===== config.mk =====
export PLATFORM = sky130hd
export DESIGN_NAME = omc_mode_ctrl
export DESIGN_NICKNAME = d
export VERILOG_FILES = /design/src/omc_pkg.sv /design/src/omc_mode_ctrl.sv
export SDC_FILE = /design/constraint.sdc
export NUM_CORES = 1
export LEC_CHECK = 0
export BUFFER_PORTS_ARGS = -buffer_cell sky130_fd_sc_hd__clkbuf_2
export CAP_MARGIN = 10
export CORE_UTILIZATION = 55
export DETAILED_ROUTE_END_ITERATION = 8
export GPL_TIMING_DRIVEN = 0
export PLACE_DENSITY = 0.88
export SLEW_MARGIN = 20
export SYNTH_ARGS = -nofsm -noshare
export SYNTH_HDL_FRONTEND = slang
export SYNTH_SLANG_ARGS = --single-unit

===== constraint.sdc =====
create_clock -name core_clk -period 2.7 [get_ports core_clk]
set_input_delay 0.27 -clock core_clk [delete_from_list [all_inputs] [get_ports core_clk]]
set_output_delay 0.27 -clock core_clk [all_outputs]
set_load 0.05 [all_outputs]

===== src/omc_pkg.sv =====
package omc_pkg;
  // register map, byte addresses on the bus
  localparam int ADDR_W = 4;
  localparam int DATA_W = 32;
  localparam logic [ADDR_W-1:0] OFS_CTRL = 4'h0;
  localparam logic [ADDR_W-1:0] OFS_CMD = 4'h4;
  localparam logic [ADDR_W-1:0] OFS_STATUS = 4'h8;
  localparam logic [ADDR_W-1:0] OFS_PAGE = 4'hC;
  // control word fields
  localparam int CTRL_PS_LSB = 0;
  localparam int CTRL_FC_LSB = 2;
  // command word bits, write-one pulses
  localparam int CMD_SWITCH_OFF = 0;
  localparam int CMD_CALL_START = 1;
  localparam int CMD_CALL_END = 2;
  // status word fields
  localparam int STAT_AVAIL = 3;
  localparam int STAT_CTS = 4;
  localparam int STAT_FAST = 5;
  localparam int STAT_WAKE_LSB = 8;
  // power_saving_setting values
  localparam logic [1:0] PS_DISABLED = 2'h0;
  localparam logic [1:0] PS_PERIODIC = 2'h1;
  localparam logic [1:0] PS_RTS = 2'h2;
  localparam logic [1:0] PS_DTR = 2'h3;
  // flow_control_setting values and reset values
  localparam logic [1:0] FC_OFF = 2'h3;
  localparam logic [1:0] FC_RESET = 2'h0;
  localparam logic [15:0] PAGE_RESET = 16'h0800;
  // wake source positions
  localparam int WK_PAGE = 0;
  localparam int WK_ALARM = 1;
  localparam int WK_UART = 2;
  localparam int WK_RTS = 3;
  localparam int WK_DTR = 4;
  localparam int WK_USBDET = 5;
  localparam int WK_USBRW = 6;
  localparam int WK_AUX = 7;
  localparam int WK_N = 8;
  // synchronised pin positions
  localparam int P_SUPPLY = 0;
  localparam int P_SWON = 1;
  localparam int P_RST_N = 2;
  localparam int P_RTS = 3;
  localparam int P_DTR = 4;
  localparam int P_USBDET = 5;
  localparam int P_USBRW = 6;
  localparam int P_AUX = 7;
  localparam int P_SLOWREF = 8;
  localparam int P_RXD = 9;
  localparam int P_N = 10;
  // timing
  localparam int CLK_MHZ = 25;
  localparam int IDLE_HOLD_US = 10;
  localparam int IDLE_HOLD_CYC = IDLE_HOLD_US * CLK_MHZ;
  // modes, gray steps along not-powered-active-connected/idle
  typedef enum logic [2:0] {
    M_NOPWR = 3'h0,
    M_ACTIVE = 3'h1,
    M_CONN = 3'h3,
    M_IDLE = 3'h5,
    M_OFF = 3'h4
  } omc_mode_t;
endpackage : omc_pkg


===== src/omc_mode_ctrl.sv =====
`timescale 1ns/10ps
// Operation
// - switch-off in active goes to power-off
// - power-on, reset or alarm wake power-off
// - supply loss in power-off gives not-powered
// - idle keeps application interfaces unavailable
// - power saving enabled enters idle automatically
// - power saving disabled after every switch-on
// - clear-to-send shows uart enabled or disabled
// - idle wakes periodically for paging
// - setting one wakes periodically with uart
// - alarm in idle wakes to active
// - uart data wakes per flow/saving settings
// - rts on wakes with flow off, setting two
// - dtr on wakes with setting three
// - usb presence sense wakes from idle
// - usb remote wakeup leaves idle
// - aux pin data-ready wakes the device
// - any switch-on event reaches active mode
// - call start in active enters connected
// - call end returns connected to active
// - active/connected keep interfaces unless saving
// - not-powered ignores all but supply
// - idle slow clock, active/connected fast clock
module omc_mode_ctrl #(
  parameter bit INTERNAL_OSC = 1'b1,
  parameter int IDLE_HOLD = omc_pkg::IDLE_HOLD_CYC
) (
  input wire logic core_clk,
  input wire logic rst_n,
  input wire logic [omc_pkg::ADDR_W-1:0] avs_address,
  input wire logic avs_read,
  input wire logic avs_write,
  input wire logic [omc_pkg::DATA_W-1:0] avs_writedata,
  output logic [omc_pkg::DATA_W-1:0] avs_readdata,
  output logic avs_waitrequest,
  input wire logic mainSupplyOk,
  input wire logic switchOnLine,
  input wire logic extReset_n,
  input wire logic rtsOn,
  input wire logic dtrOn,
  input wire logic usbPresenceSense,
  input wire logic usbRemoteWake,
  input wire logic auxWakePin,
  input wire logic slowClockInput,
  input wire logic uartRxd,
  input wire logic rtcAlarm,
  output omc_pkg::omc_mode_t mode,
  output logic ifaceAvail,
  output logic ctsOn,
  output logic fastClkSel,
  output logic rtcRun
);
  import omc_pkg::*;

  generate
    if (IDLE_HOLD < 1 || IDLE_HOLD > 65535) begin : g_bad_hold
      $error("IDLE_HOLD must be 1..65535");
    end
  endgenerate

  ////////////////////////////////////////////////////////////////////////////
  // pin synchronisers; stage one feeds stage two only
  logic [P_N-1:0] pinRaw;
  logic [P_N-1:0] pinMeta;
  logic [P_N-1:0] pinSync;
  logic [P_N-1:0] pinLast;
  assign pinRaw = {uartRxd, slowClockInput, auxWakePin, usbRemoteWake,
                   usbPresenceSense, dtrOn, rtsOn, extReset_n,
                   switchOnLine, mainSupplyOk};

  always_ff @(posedge core_clk or negedge rst_n) begin
    if (!rst_n) begin
      pinMeta <= 10'h3FF;
      pinSync <= 10'h3FF;
      pinLast <= 10'h3FF;
    end else begin
      pinMeta <= pinRaw;
      pinSync <= pinMeta;
      pinLast <= pinSync;
    end
  end

  wire [P_N-1:0] pinRise = pinSync & ~pinLast;
  wire [P_N-1:0] pinFall = ~pinSync & pinLast;
  wire supplyOk = pinSync[P_SUPPLY];
  wire supplyUp = pinRise[P_SUPPLY];
  // external slow reference sensed by its own toggling
  wire slowRefEdge = pinRise[P_SLOWREF];

  ////////////////////////////////////////////////////////////////////////////
  // Avalon-MM slave: one wait state, then a one-cycle answer
  logic [1:0] psSet;
  logic [1:0] fcSet;
  logic [15:0] pagePeriod;
  logic [WK_N-1:0] lastWake;
  logic uartEn;
  logic slowOk;
  logic [7:0] slowWatch;

  wire busReq = avs_read | avs_write;
  wire busDone = busReq & ~avs_waitrequest;
  wire wrCtrl = avs_write & busDone & (avs_address == OFS_CTRL);
  wire wrCmd = avs_write & busDone & (avs_address == OFS_CMD);
  wire wrPage = avs_write & busDone & (avs_address == OFS_PAGE);
  wire cmdOff = wrCmd & avs_writedata[CMD_SWITCH_OFF];
  wire cmdCallOn = wrCmd & avs_writedata[CMD_CALL_START];
  wire cmdCallEnd = wrCmd & avs_writedata[CMD_CALL_END];

  wire [DATA_W-1:0] ctrlWord = {28'h0, fcSet, psSet};
  wire [DATA_W-1:0] statWord = {16'h0, lastWake, 2'h0, fastClkSel,
                                ctsOn, ifaceAvail, mode};
  wire [DATA_W-1:0] pageWord = {16'h0, pagePeriod};
  // unmapped and write-only offsets read as zero
  wire [DATA_W-1:0] rdMux =
    (avs_address == OFS_CTRL) ? ctrlWord :
    (avs_address == OFS_STATUS) ? statWord :
    (avs_address == OFS_PAGE) ? pageWord : 32'h0;

  always_ff @(posedge core_clk or negedge rst_n) begin
    if (!rst_n) begin
      avs_waitrequest <= 1'b1;
      avs_readdata <= 32'h0;
    end else begin
      avs_waitrequest <= ~(busReq & avs_waitrequest);
      avs_readdata <= (avs_read & avs_waitrequest) ? rdMux : 32'h0;
    end
  end

  ////////////////////////////////////////////////////////////////////////////
  // wake sources, all evaluated side by side
  logic [15:0] pageCnt;
  logic [15:0] holdCnt;
  wire inIdle = (mode == M_IDLE);
  wire [WK_N-1:0] wakeSrc;
  assign wakeSrc[WK_PAGE] = inIdle & (pageCnt == 16'h0);
  assign wakeSrc[WK_ALARM] = rtcAlarm;
  // rx start bit, masked when rts is the chosen wake path
  assign wakeSrc[WK_UART] = pinFall[P_RXD] &
    ~(psSet == PS_RTS && fcSet == FC_OFF);
  assign wakeSrc[WK_RTS] = pinRise[P_RTS] &
    (psSet == PS_RTS) & (fcSet == FC_OFF);
  assign wakeSrc[WK_DTR] = pinRise[P_DTR] & (psSet == PS_DTR);
  assign wakeSrc[WK_USBDET] = pinRise[P_USBDET];
  assign wakeSrc[WK_USBRW] = pinRise[P_USBRW];
  assign wakeSrc[WK_AUX] = pinRise[P_AUX];
  wire anyWake = |wakeSrc;
  wire hostWake = |(wakeSrc & ~(8'h1 << WK_PAGE));

  // power-off wake events
  wire onEvent = pinRise[P_SWON] | pinFall[P_RST_N] | rtcAlarm;
  // idle allowed only with saving on and a live slow reference
  wire idleGo = (psSet != PS_DISABLED) & slowOk & (holdCnt == 16'h0) &
    ~anyWake & ~busReq;

  ////////////////////////////////////////////////////////////////////////////
  // mode machine
  omc_mode_t next_mode;
  always_comb begin
    next_mode = mode;
    case (mode)
      M_NOPWR: begin
        if (supplyUp) next_mode = M_ACTIVE;
      end
      M_OFF: begin
        if (!supplyOk) next_mode = M_NOPWR;
        else if (onEvent) next_mode = M_ACTIVE;
      end
      M_ACTIVE: begin
        if (!supplyOk) next_mode = M_NOPWR;
        else if (cmdOff) next_mode = M_OFF;
        else if (cmdCallOn) next_mode = M_CONN;
        else if (idleGo) next_mode = M_IDLE;
      end
      M_CONN: begin
        if (!supplyOk) next_mode = M_NOPWR;
        else if (cmdCallEnd) next_mode = M_ACTIVE;
      end
      M_IDLE: begin
        if (!supplyOk) next_mode = M_NOPWR;
        else if (anyWake) next_mode = M_ACTIVE;
      end
      default: next_mode = M_NOPWR;
    endcase
  end

  wire switchOn = (next_mode == M_ACTIVE) &
    ((mode == M_OFF) | (mode == M_NOPWR));
  wire leaveIdle = inIdle & (next_mode == M_ACTIVE);

  // uart enable: always with saving off, per wake cause otherwise
  logic next_uartEn;
  always_comb begin
    next_uartEn = uartEn;
    if (switchOn || psSet == PS_DISABLED) next_uartEn = 1'b1;
    else if (leaveIdle)
      next_uartEn = hostWake | (psSet == PS_PERIODIC);
    else if (inIdle || next_mode == M_IDLE) next_uartEn = 1'b0;
    else if (hostWake) next_uartEn = 1'b1;
  end

  wire next_live = (next_mode == M_ACTIVE) | (next_mode == M_CONN);
  wire next_avail = next_live & next_uartEn;

  // slow reference watchdog: stale after 255 fast cycles
  wire slowSeen = INTERNAL_OSC | (slowWatch != 8'h0);

  always_ff @(posedge core_clk or negedge rst_n) begin
    if (!rst_n) begin
      mode <= M_NOPWR;
      uartEn <= 1'b0;
      ifaceAvail <= 1'b0;
      ctsOn <= 1'b0;
      fastClkSel <= 1'b0;
      rtcRun <= 1'b0;
      slowOk <= 1'b0;
      slowWatch <= 8'h0;
    end else begin
      mode <= next_mode;
      uartEn <= next_uartEn;
      ifaceAvail <= next_avail;
      ctsOn <= next_avail;
      fastClkSel <= next_live;
      slowWatch <= slowRefEdge ? 8'hFF :
        (slowWatch != 8'h0) ? slowWatch - 8'h1 : 8'h0;
      slowOk <= slowSeen;
      rtcRun <= slowSeen;
    end
  end

  ////////////////////////////////////////////////////////////////////////////
  // settings and timers
  always_ff @(posedge core_clk or negedge rst_n) begin
    if (!rst_n) begin
      psSet <= PS_DISABLED;
      fcSet <= FC_RESET;
      pagePeriod <= PAGE_RESET;
      lastWake <= 8'h0;
    end else begin
      // a switch-on beats a same-cycle write of the setting
      if (switchOn) psSet <= PS_DISABLED;
      else if (wrCtrl) psSet <= avs_writedata[CTRL_PS_LSB +: 2];
      if (wrCtrl) fcSet <= avs_writedata[CTRL_FC_LSB +: 2];
      if (wrPage) pagePeriod <= avs_writedata[15:0];
      if (leaveIdle) lastWake <= wakeSrc;
    end
  end

  // paging interval runs only while idle; zero period wakes at once
  always_ff @(posedge core_clk or negedge rst_n) begin
    if (!rst_n) begin
      pageCnt <= PAGE_RESET;
      holdCnt <= 16'(IDLE_HOLD);
    end else begin
      pageCnt <= (inIdle && pageCnt != 16'h0) ? pageCnt - 16'h1 :
        pagePeriod;
      // quiet time before idle, restarted by any activity
      holdCnt <= (mode != M_ACTIVE || anyWake || busReq) ?
        16'(IDLE_HOLD) :
        (holdCnt != 16'h0) ? holdCnt - 16'h1 : 16'h0;
    end
  end
endmodule : omc_mode_ctrl


======== After elaboration in Yosys (flattened, before gate mapping) ========
Index checks and enable logic that the tools add are counted.
W data, S select, Z words.
cells by class
  mux-type cells .......................... 25
  eq/ne operators ......................... 15
  add/sub/neg operators ................... 2
  bitwise gates (word level) .............. 37
  reductions and logical operators ........ 17
operators with widths
  cell                     number
  $mux W16                 7
  $mux W3                  11
  $logic_not A16 Y1        2
  $reduce_bool A16 Y1      2
  $sub A16 B1 Y16 const B  2
  $and A1 B1 Y1            22
  $pmux W3 S5              1
  $and A10 B10 Y10         1
  $not A10 Y10             1
  $eq A3 B3 Y1 const B     3
  $and A8 B8 Y8            1
  $eq A4 B4 Y1 const B     2
  $not A8 Y8               1
  $reduce_or A8 Y1         1
  $reduce_or A7 Y1         1
  $eq A2 B2 Y1 const B     3
  $eq A3 B1 Y1 const B     2
  $eq A3 B2 Y1 const B     2
  $or A1 B1 Y1             6
  $not A1 Y1               5
  $eq A4 B3 Y1 const B     1
  $logic_not A4 Y1         1
  $logic_or A1 B1 Y1       4
  $mux W1                  4
  other kinds (7)          10
word-level totals
  output and inout port bits .............. 40
  register bits ........................... 114
  input bits .............................. 51
  logic and storage cells ................. 112

======== Depth between registers and ports, before layout ========
  depth in word-level cells ............... 19
  mapped depth ............................ 8
  gate-level depth less buffers ........... 7

======== Worst setup path before layout ========
No wires, ideal clock.
  path type ............................... register to register
  from .................................... register mode[2]
  to ...................................... register lastWake[1]
  clock period less this slack ............ 2.226 ns
  data required time ...................... 2.575 ns
  buffers on the path ..................... 2
  setup slack ............................. 0.474 ns
  setup time .............................. 0.125 ns
  arrival time ............................ 2.101 ns
  stages on the path, launching flop included .. 7
  path through ............................ dfrtp_1 -> clkbuf_1 -> nand3b_1 -> or3_4 -> a21o_1 -> buf_6 -> mux2_4
on the way
  longest elaborated chain between the ends .. 13
  elaborated cells between the ends (all ways) .. 24
  classes of those cells .................. eq/ne (5); mux (12); bitwise (5); reduce/logical (2)
ends and longest elaborated chain
  item                    line                                        RTL
  from (decl)             omc_mode_ctrl.sv:48                         output omc_pkg::omc_mode_t mode,
  from (signal assigned)  omc_mode_ctrl.sv:219                        mode <= next_mode;
  $eq A3 B3 Y1            omc_mode_ctrl.sv:134, omc_mode_ctrl.sv:161
  $and A1 B1 Y1           omc_mode_ctrl.sv:136                        assign wakeSrc[WK_PAGE] = inIdle & (pageCnt == 16'h0);
  $reduce_or A8 Y1        omc_mode_ctrl.sv:147                        wire anyWake = |wakeSrc;
  $not A1 Y1              omc_mode_ctrl.sv:154                        ~anyWake & ~busReq;
  $and A1 B1 Y1           omc_mode_ctrl.sv:153                        wire idleGo = (psSet != PS_DISABLED) & slowOk & (holdCnt == 16'h0) &
  $and A1 B1 Y1           omc_mode_ctrl.sv:154
  $mux W3                 omc_mode_ctrl.sv:173                        else if (idleGo) next_mode = M_IDLE;
  $mux W3                 omc_mode_ctrl.sv:172                        else if (cmdCallOn) next_mode = M_CONN;
  $mux W3                 omc_mode_ctrl.sv:171                        else if (cmdOff) next_mode = M_OFF;
  $mux W3                 omc_mode_ctrl.sv:170                        if (!supplyOk) next_mode = M_NOPWR;
  $pmux W3 S5             omc_mode_ctrl.sv:161                        case (mode)
  $eq A3 B1 Y1            omc_mode_ctrl.sv:189                        wire leaveIdle = inIdle & (next_mode == M_ACTIVE);
  $and A1 B1 Y1 (*)       omc_mode_ctrl.sv:189
  to (signal assigned)    omc_mode_ctrl.sv:245                        if (leaveIdle) lastWake <= wakeSrc;
  to (decl)               omc_mode_ctrl.sv:96                         logic [WK_N-1:0] lastWake;
Every way passes the cells marked *; elsewhere a longest branch is shown, timed or not.
A chain may end at the register's enable or synchronous reset.

======== Worst setup path in the final report ========
  from .................................... register mode[1]
  to ...................................... register uartEn
on the way
  longest elaborated chain between the ends .. 16
  elaborated cells between the ends (all ways) .. 32
  classes of those cells .................. eq/ne (6); mux (15); bitwise (7); reduce/logical (4)
ends and longest elaborated chain
  item                   line                                        RTL
  $eq A3 B3 Y1           omc_mode_ctrl.sv:134, omc_mode_ctrl.sv:161
  $and A1 B1 Y1          omc_mode_ctrl.sv:136
  $reduce_or A8 Y1       omc_mode_ctrl.sv:147
  $not A1 Y1             omc_mode_ctrl.sv:154
  $and A1 B1 Y1          omc_mode_ctrl.sv:153
  $and A1 B1 Y1          omc_mode_ctrl.sv:154
  $mux W3                omc_mode_ctrl.sv:173
  $mux W3                omc_mode_ctrl.sv:172
  $mux W3                omc_mode_ctrl.sv:171
  $mux W3                omc_mode_ctrl.sv:170
  $pmux W3 S5            omc_mode_ctrl.sv:161
  $eq A3 B3 Y1           omc_mode_ctrl.sv:198                        else if (inIdle || next_mode == M_IDLE) next_uartEn = 1'b0;
  $logic_or A1 B1 Y1     omc_mode_ctrl.sv:198
  $mux W1                omc_mode_ctrl.sv:198
  $mux W1                omc_mode_ctrl.sv:196                        else if (leaveIdle)
  $mux W1 (*)            omc_mode_ctrl.sv:195                        if (switchOn || psSet == PS_DISABLED) next_uartEn = 1'b1;
  named net next_uartEn  omc_mode_ctrl.sv:192                        logic next_uartEn;
  to (signal assigned)   omc_mode_ctrl.sv:220                        uartEn <= next_uartEn;
  to (decl)              omc_mode_ctrl.sv:97                         logic uartEn;
Mark *: on every way through the listed nets, which the timed path passes. The rest lies on a longest branch.

==> flow_metrics.tcl <==
set metrics [dict create \
    synthFlopType "dfrtp_1" \
    cts_made_buffers 9 \
    synthAdderAreaFrac 0.00777 \
    chipHeight_um 95.7 \
    hold_viol 0 \
    synth_compound_area_frac 0.0847 \
    totalPowerFinal_mw 3.54 \
    relSlewSlack 0.326 \
    final.min_clock_period_ns 2.58 \
    critPathBufInv 1 \
    sw_frac_of_total 0.312 \
    core_sq_mm 0.00834 \
    setup_viol 0 \
    startpoint_type "register" \
    n_fill_cell 629 \
    ios 91 \
    gp_congestion 0.863 \
    rsz0062_at_grt "no" \
    drtAntennaViolNets 0 \
    crit_family "compound AO/OA/AOI/OAI gates" \
    syn_inst 408 \
    fin_util 0.678 \
    cts_root_buffer "clkbuf_8" \
    peakVddDrop_mv 0.412 \
    wl_per_cell_um 15.5 \
    pwr-share-clk 0.290 \
    clkTransAtPathRegs_ns 0.11 \
    multi_input_area_sq_mm 0.00186 \
    internal_power_mw 2.44 \
    synth_area_sq_mm 0.00483 \
    tightest_slew_ns 0.999 \
    max_freq_ghz 0.388 \
    cap_violations 0 \
    fin_hold_ws_ns 0.0674 \
    htree_levels 3 \
    critical_path_arrival_ns 2.85 \
    crit_fanout 9 \
    synth-simple-area-share 0.161 \
    max_stage_delay_ns 0.67 \
    floorplan.die_area_sq_mm 0.00916 \
    area_growth_pct 17.1 \
    area.sequential_sq_mm 0.00282 \
    p_leak_nw 2.62 \
    fin_crit_sh 0.955 \
    synth_edf_count 0 \
    start_util 0.579 \
    endpoint_kind "register" \
    antenna_cells 0 \
    crit_required_ns 2.97 \
    clock_latency_ns 0.39 \
    vias 3360 \
    seqPwrFrac 0.555 \
    syn_area_per_cell_sq_um 11.8 \
    grt_pass1_vias 3440 \
    pwr-share-comb 0.156 \
    async_flop_share 1.00 \
    wirelength_um 9460 \
    drt_iter0_drc 235 \
    grt_pass1_wl_um 15600 \
    crit_type "register to register" \
    dp_slack_ns 0.267 \
    critical-path-slowest-cell "nor4_1" \
    synth_mux_area_frac 0.0759 \
    vias_per_cell 5.49 \
    drc 0 \
    nets 556 \
    fin_worst_skew_ns 0.0122 \
    yosysSeqAreaShare 0.585 \
    track_usage 0.227 \
    port_buffers 57 \
    clockBufferDepth 2 \
    synth_top_family_by_area "simple AND/OR/NAND/NOR gates" \
    status "completed" \
    clock_sinks 111 \
    grt_max_degree 81 \
    yosys.area_share.xor_xnor 0.0417 \
    dp_hpwl_um 6800 \
    cts_tree "built" \
    p_switching_mw 1.10 \
    ys_types 54 \
    fin_ws_ns 0.120 \
    maxSlewViolCount 0 \
    ys_ff_latch 111 \
    drive_gt1_frac 0.323 \
    powerDensity_mw_per_mm2 626 \
    antenna_found_initial 0 \
    hold_path_class "input pin to register" \
    cp_cell_sequence "clkbuf_1 -> nor4_1 -> nand4bb_1 -> o21ai_0 -> a32oi_2 -> a2111o_1" \
    grt_overflow 0 \
    die_width_um 95.7 \
    yosysWarnings 0 \
    rows 33 \
    firstDrtPassIters 7 \
    tns_ns 0 \
]
[cell usage after synthesis, types with 8 or more instances]
cell | number | area share
a22oi_1 | 11 | 0.017
mux2_2 | 17 | 0.040
nor2_1 | 48 | 0.037
clkbuf_1 | 11 | 0.0086
dfrtp_1 | 75 | 0.39
buf_4 | 17 | 0.026
dfstp_2 | 36 | 0.20
xor2_1 | 8 | 0.015
o21ai_0 | 24 | 0.025
xnor2_1 | 15 | 0.027
nand2_1 | 32 | 0.025
nor2b_1 | 8 | 0.010
[sequential cells by signal (all words and copies together) (netlist names)]
signal / flops
avs_readdata: 16
fcSet: 2
uartEn: 1
pinSync: 9
fastClkSel: 1
holdCnt: 16
pageCnt: 16
ctsOn: 1
psSet: 2
pinMeta: 9
mode: 3
lastWake: 8
pinLast: 9
avs_waitrequest: 1
pagePeriod: 16
slowOk: 1
[path summary, 6_finish.rpt]
path                                 start              end  slack (ns)  depth (start not counted)
worst max-delay path               mode[1]           uartEn        0.12                          6
worst min-delay path              avs_read  avs_waitrequest        0.07                          2
worst max register to register     mode[1]           uartEn        0.12                          6
worst min register to register  pinMeta[1]       pinSync[1]        0.36                          0
max in group asynchronous            rst_n       pinLast[3]        1.71                          3
min in group asynchronous            rst_n    pagePeriod[5]        0.32                          2
[cells by family (layout without fill, tap and decap cells)]
family,count (synthesis),after routing
AND/OR/NAND/NOR,140,140
flip-flops,111,111
AO/OA/AOI/OAI,62,62
buffers and inverters,36,120
multiplexers,31,31
XOR/XNOR,23,23
adder cells (fa/ha/maj),3,3
other,2,17
[power groups by stage]
stage,clock [mW],combinational [mW],sequential (mW)
2_1_floorplan,0,0.359,1.98
3_3_place_gp,0,0.501,1.98
3_5_place_dp,0,0.533,1.99
4_1_cts,1.05,0.552,1.96
5_1_grt,1.14,0.602,1.98
6_report,1.03,0.551,1.96
[stage by stage]
| stage | instances | area [sq um] |
|---|---|---|
| after floorplan | 423 | 4880 |
| after global placement | 585 | 5300 |
| after detailed placement | 586 | 5340 |
| after CTS | 612 | 5660 |
| after global routing | 612 | 5660 |
| final | 612 | 5660 |
[layout make-up]
class | count | share of cell area
Buffer | 29 | 0.0319
Timing Repair Buffer | 68 | 0.0746
Tap cell | 105 | 0.0232
Multi-Input combinational cell | 276 | 0.328
Clock buffer | 9 | 0.0219
Sequential cell | 111 | 0.499
Inverter | 7 | 0.00465
Clock inverter | 7 | 0.0166
[repair_timing]
item | in CTS | in global routing
resized for setup | 0 | 1
buffers inserted | 0 | 0
endpoints found under the hold margin | 39 | 0
hold buffers | 10 | 0
setup endpoints to repair | 0 | 3
[cells in the final DEF, fill, tap and decap left out, drive strengths merged, types with 10 or more instances in the layout]
cell and instances:
a22oi 11, buf 19, clkbuf 77, conb 17, dfrtp 75, dfstp 36, dlygate4sd3 10, inv 11
mux2 24, nand2 32, nor2 48, nor4 10, o21ai 24, xnor2 15
[layer usage]
layer | routed length, um | global-route usage | vias to the layer above | share of wire
met1 | 3880 | 0.262 | 1630 | 0.41
met4 | 250 | 0.0995 | 0 | 0.026
met2 | 4780 | 0.389 | 121 | 0.51
li1 | - | - | 1581 | -
met5 | 0 | 0 | - | 0
met3 | 538 | 0.0703 | 28 | 0.057
Note: power is estimated with default switching activity, not from simulation.
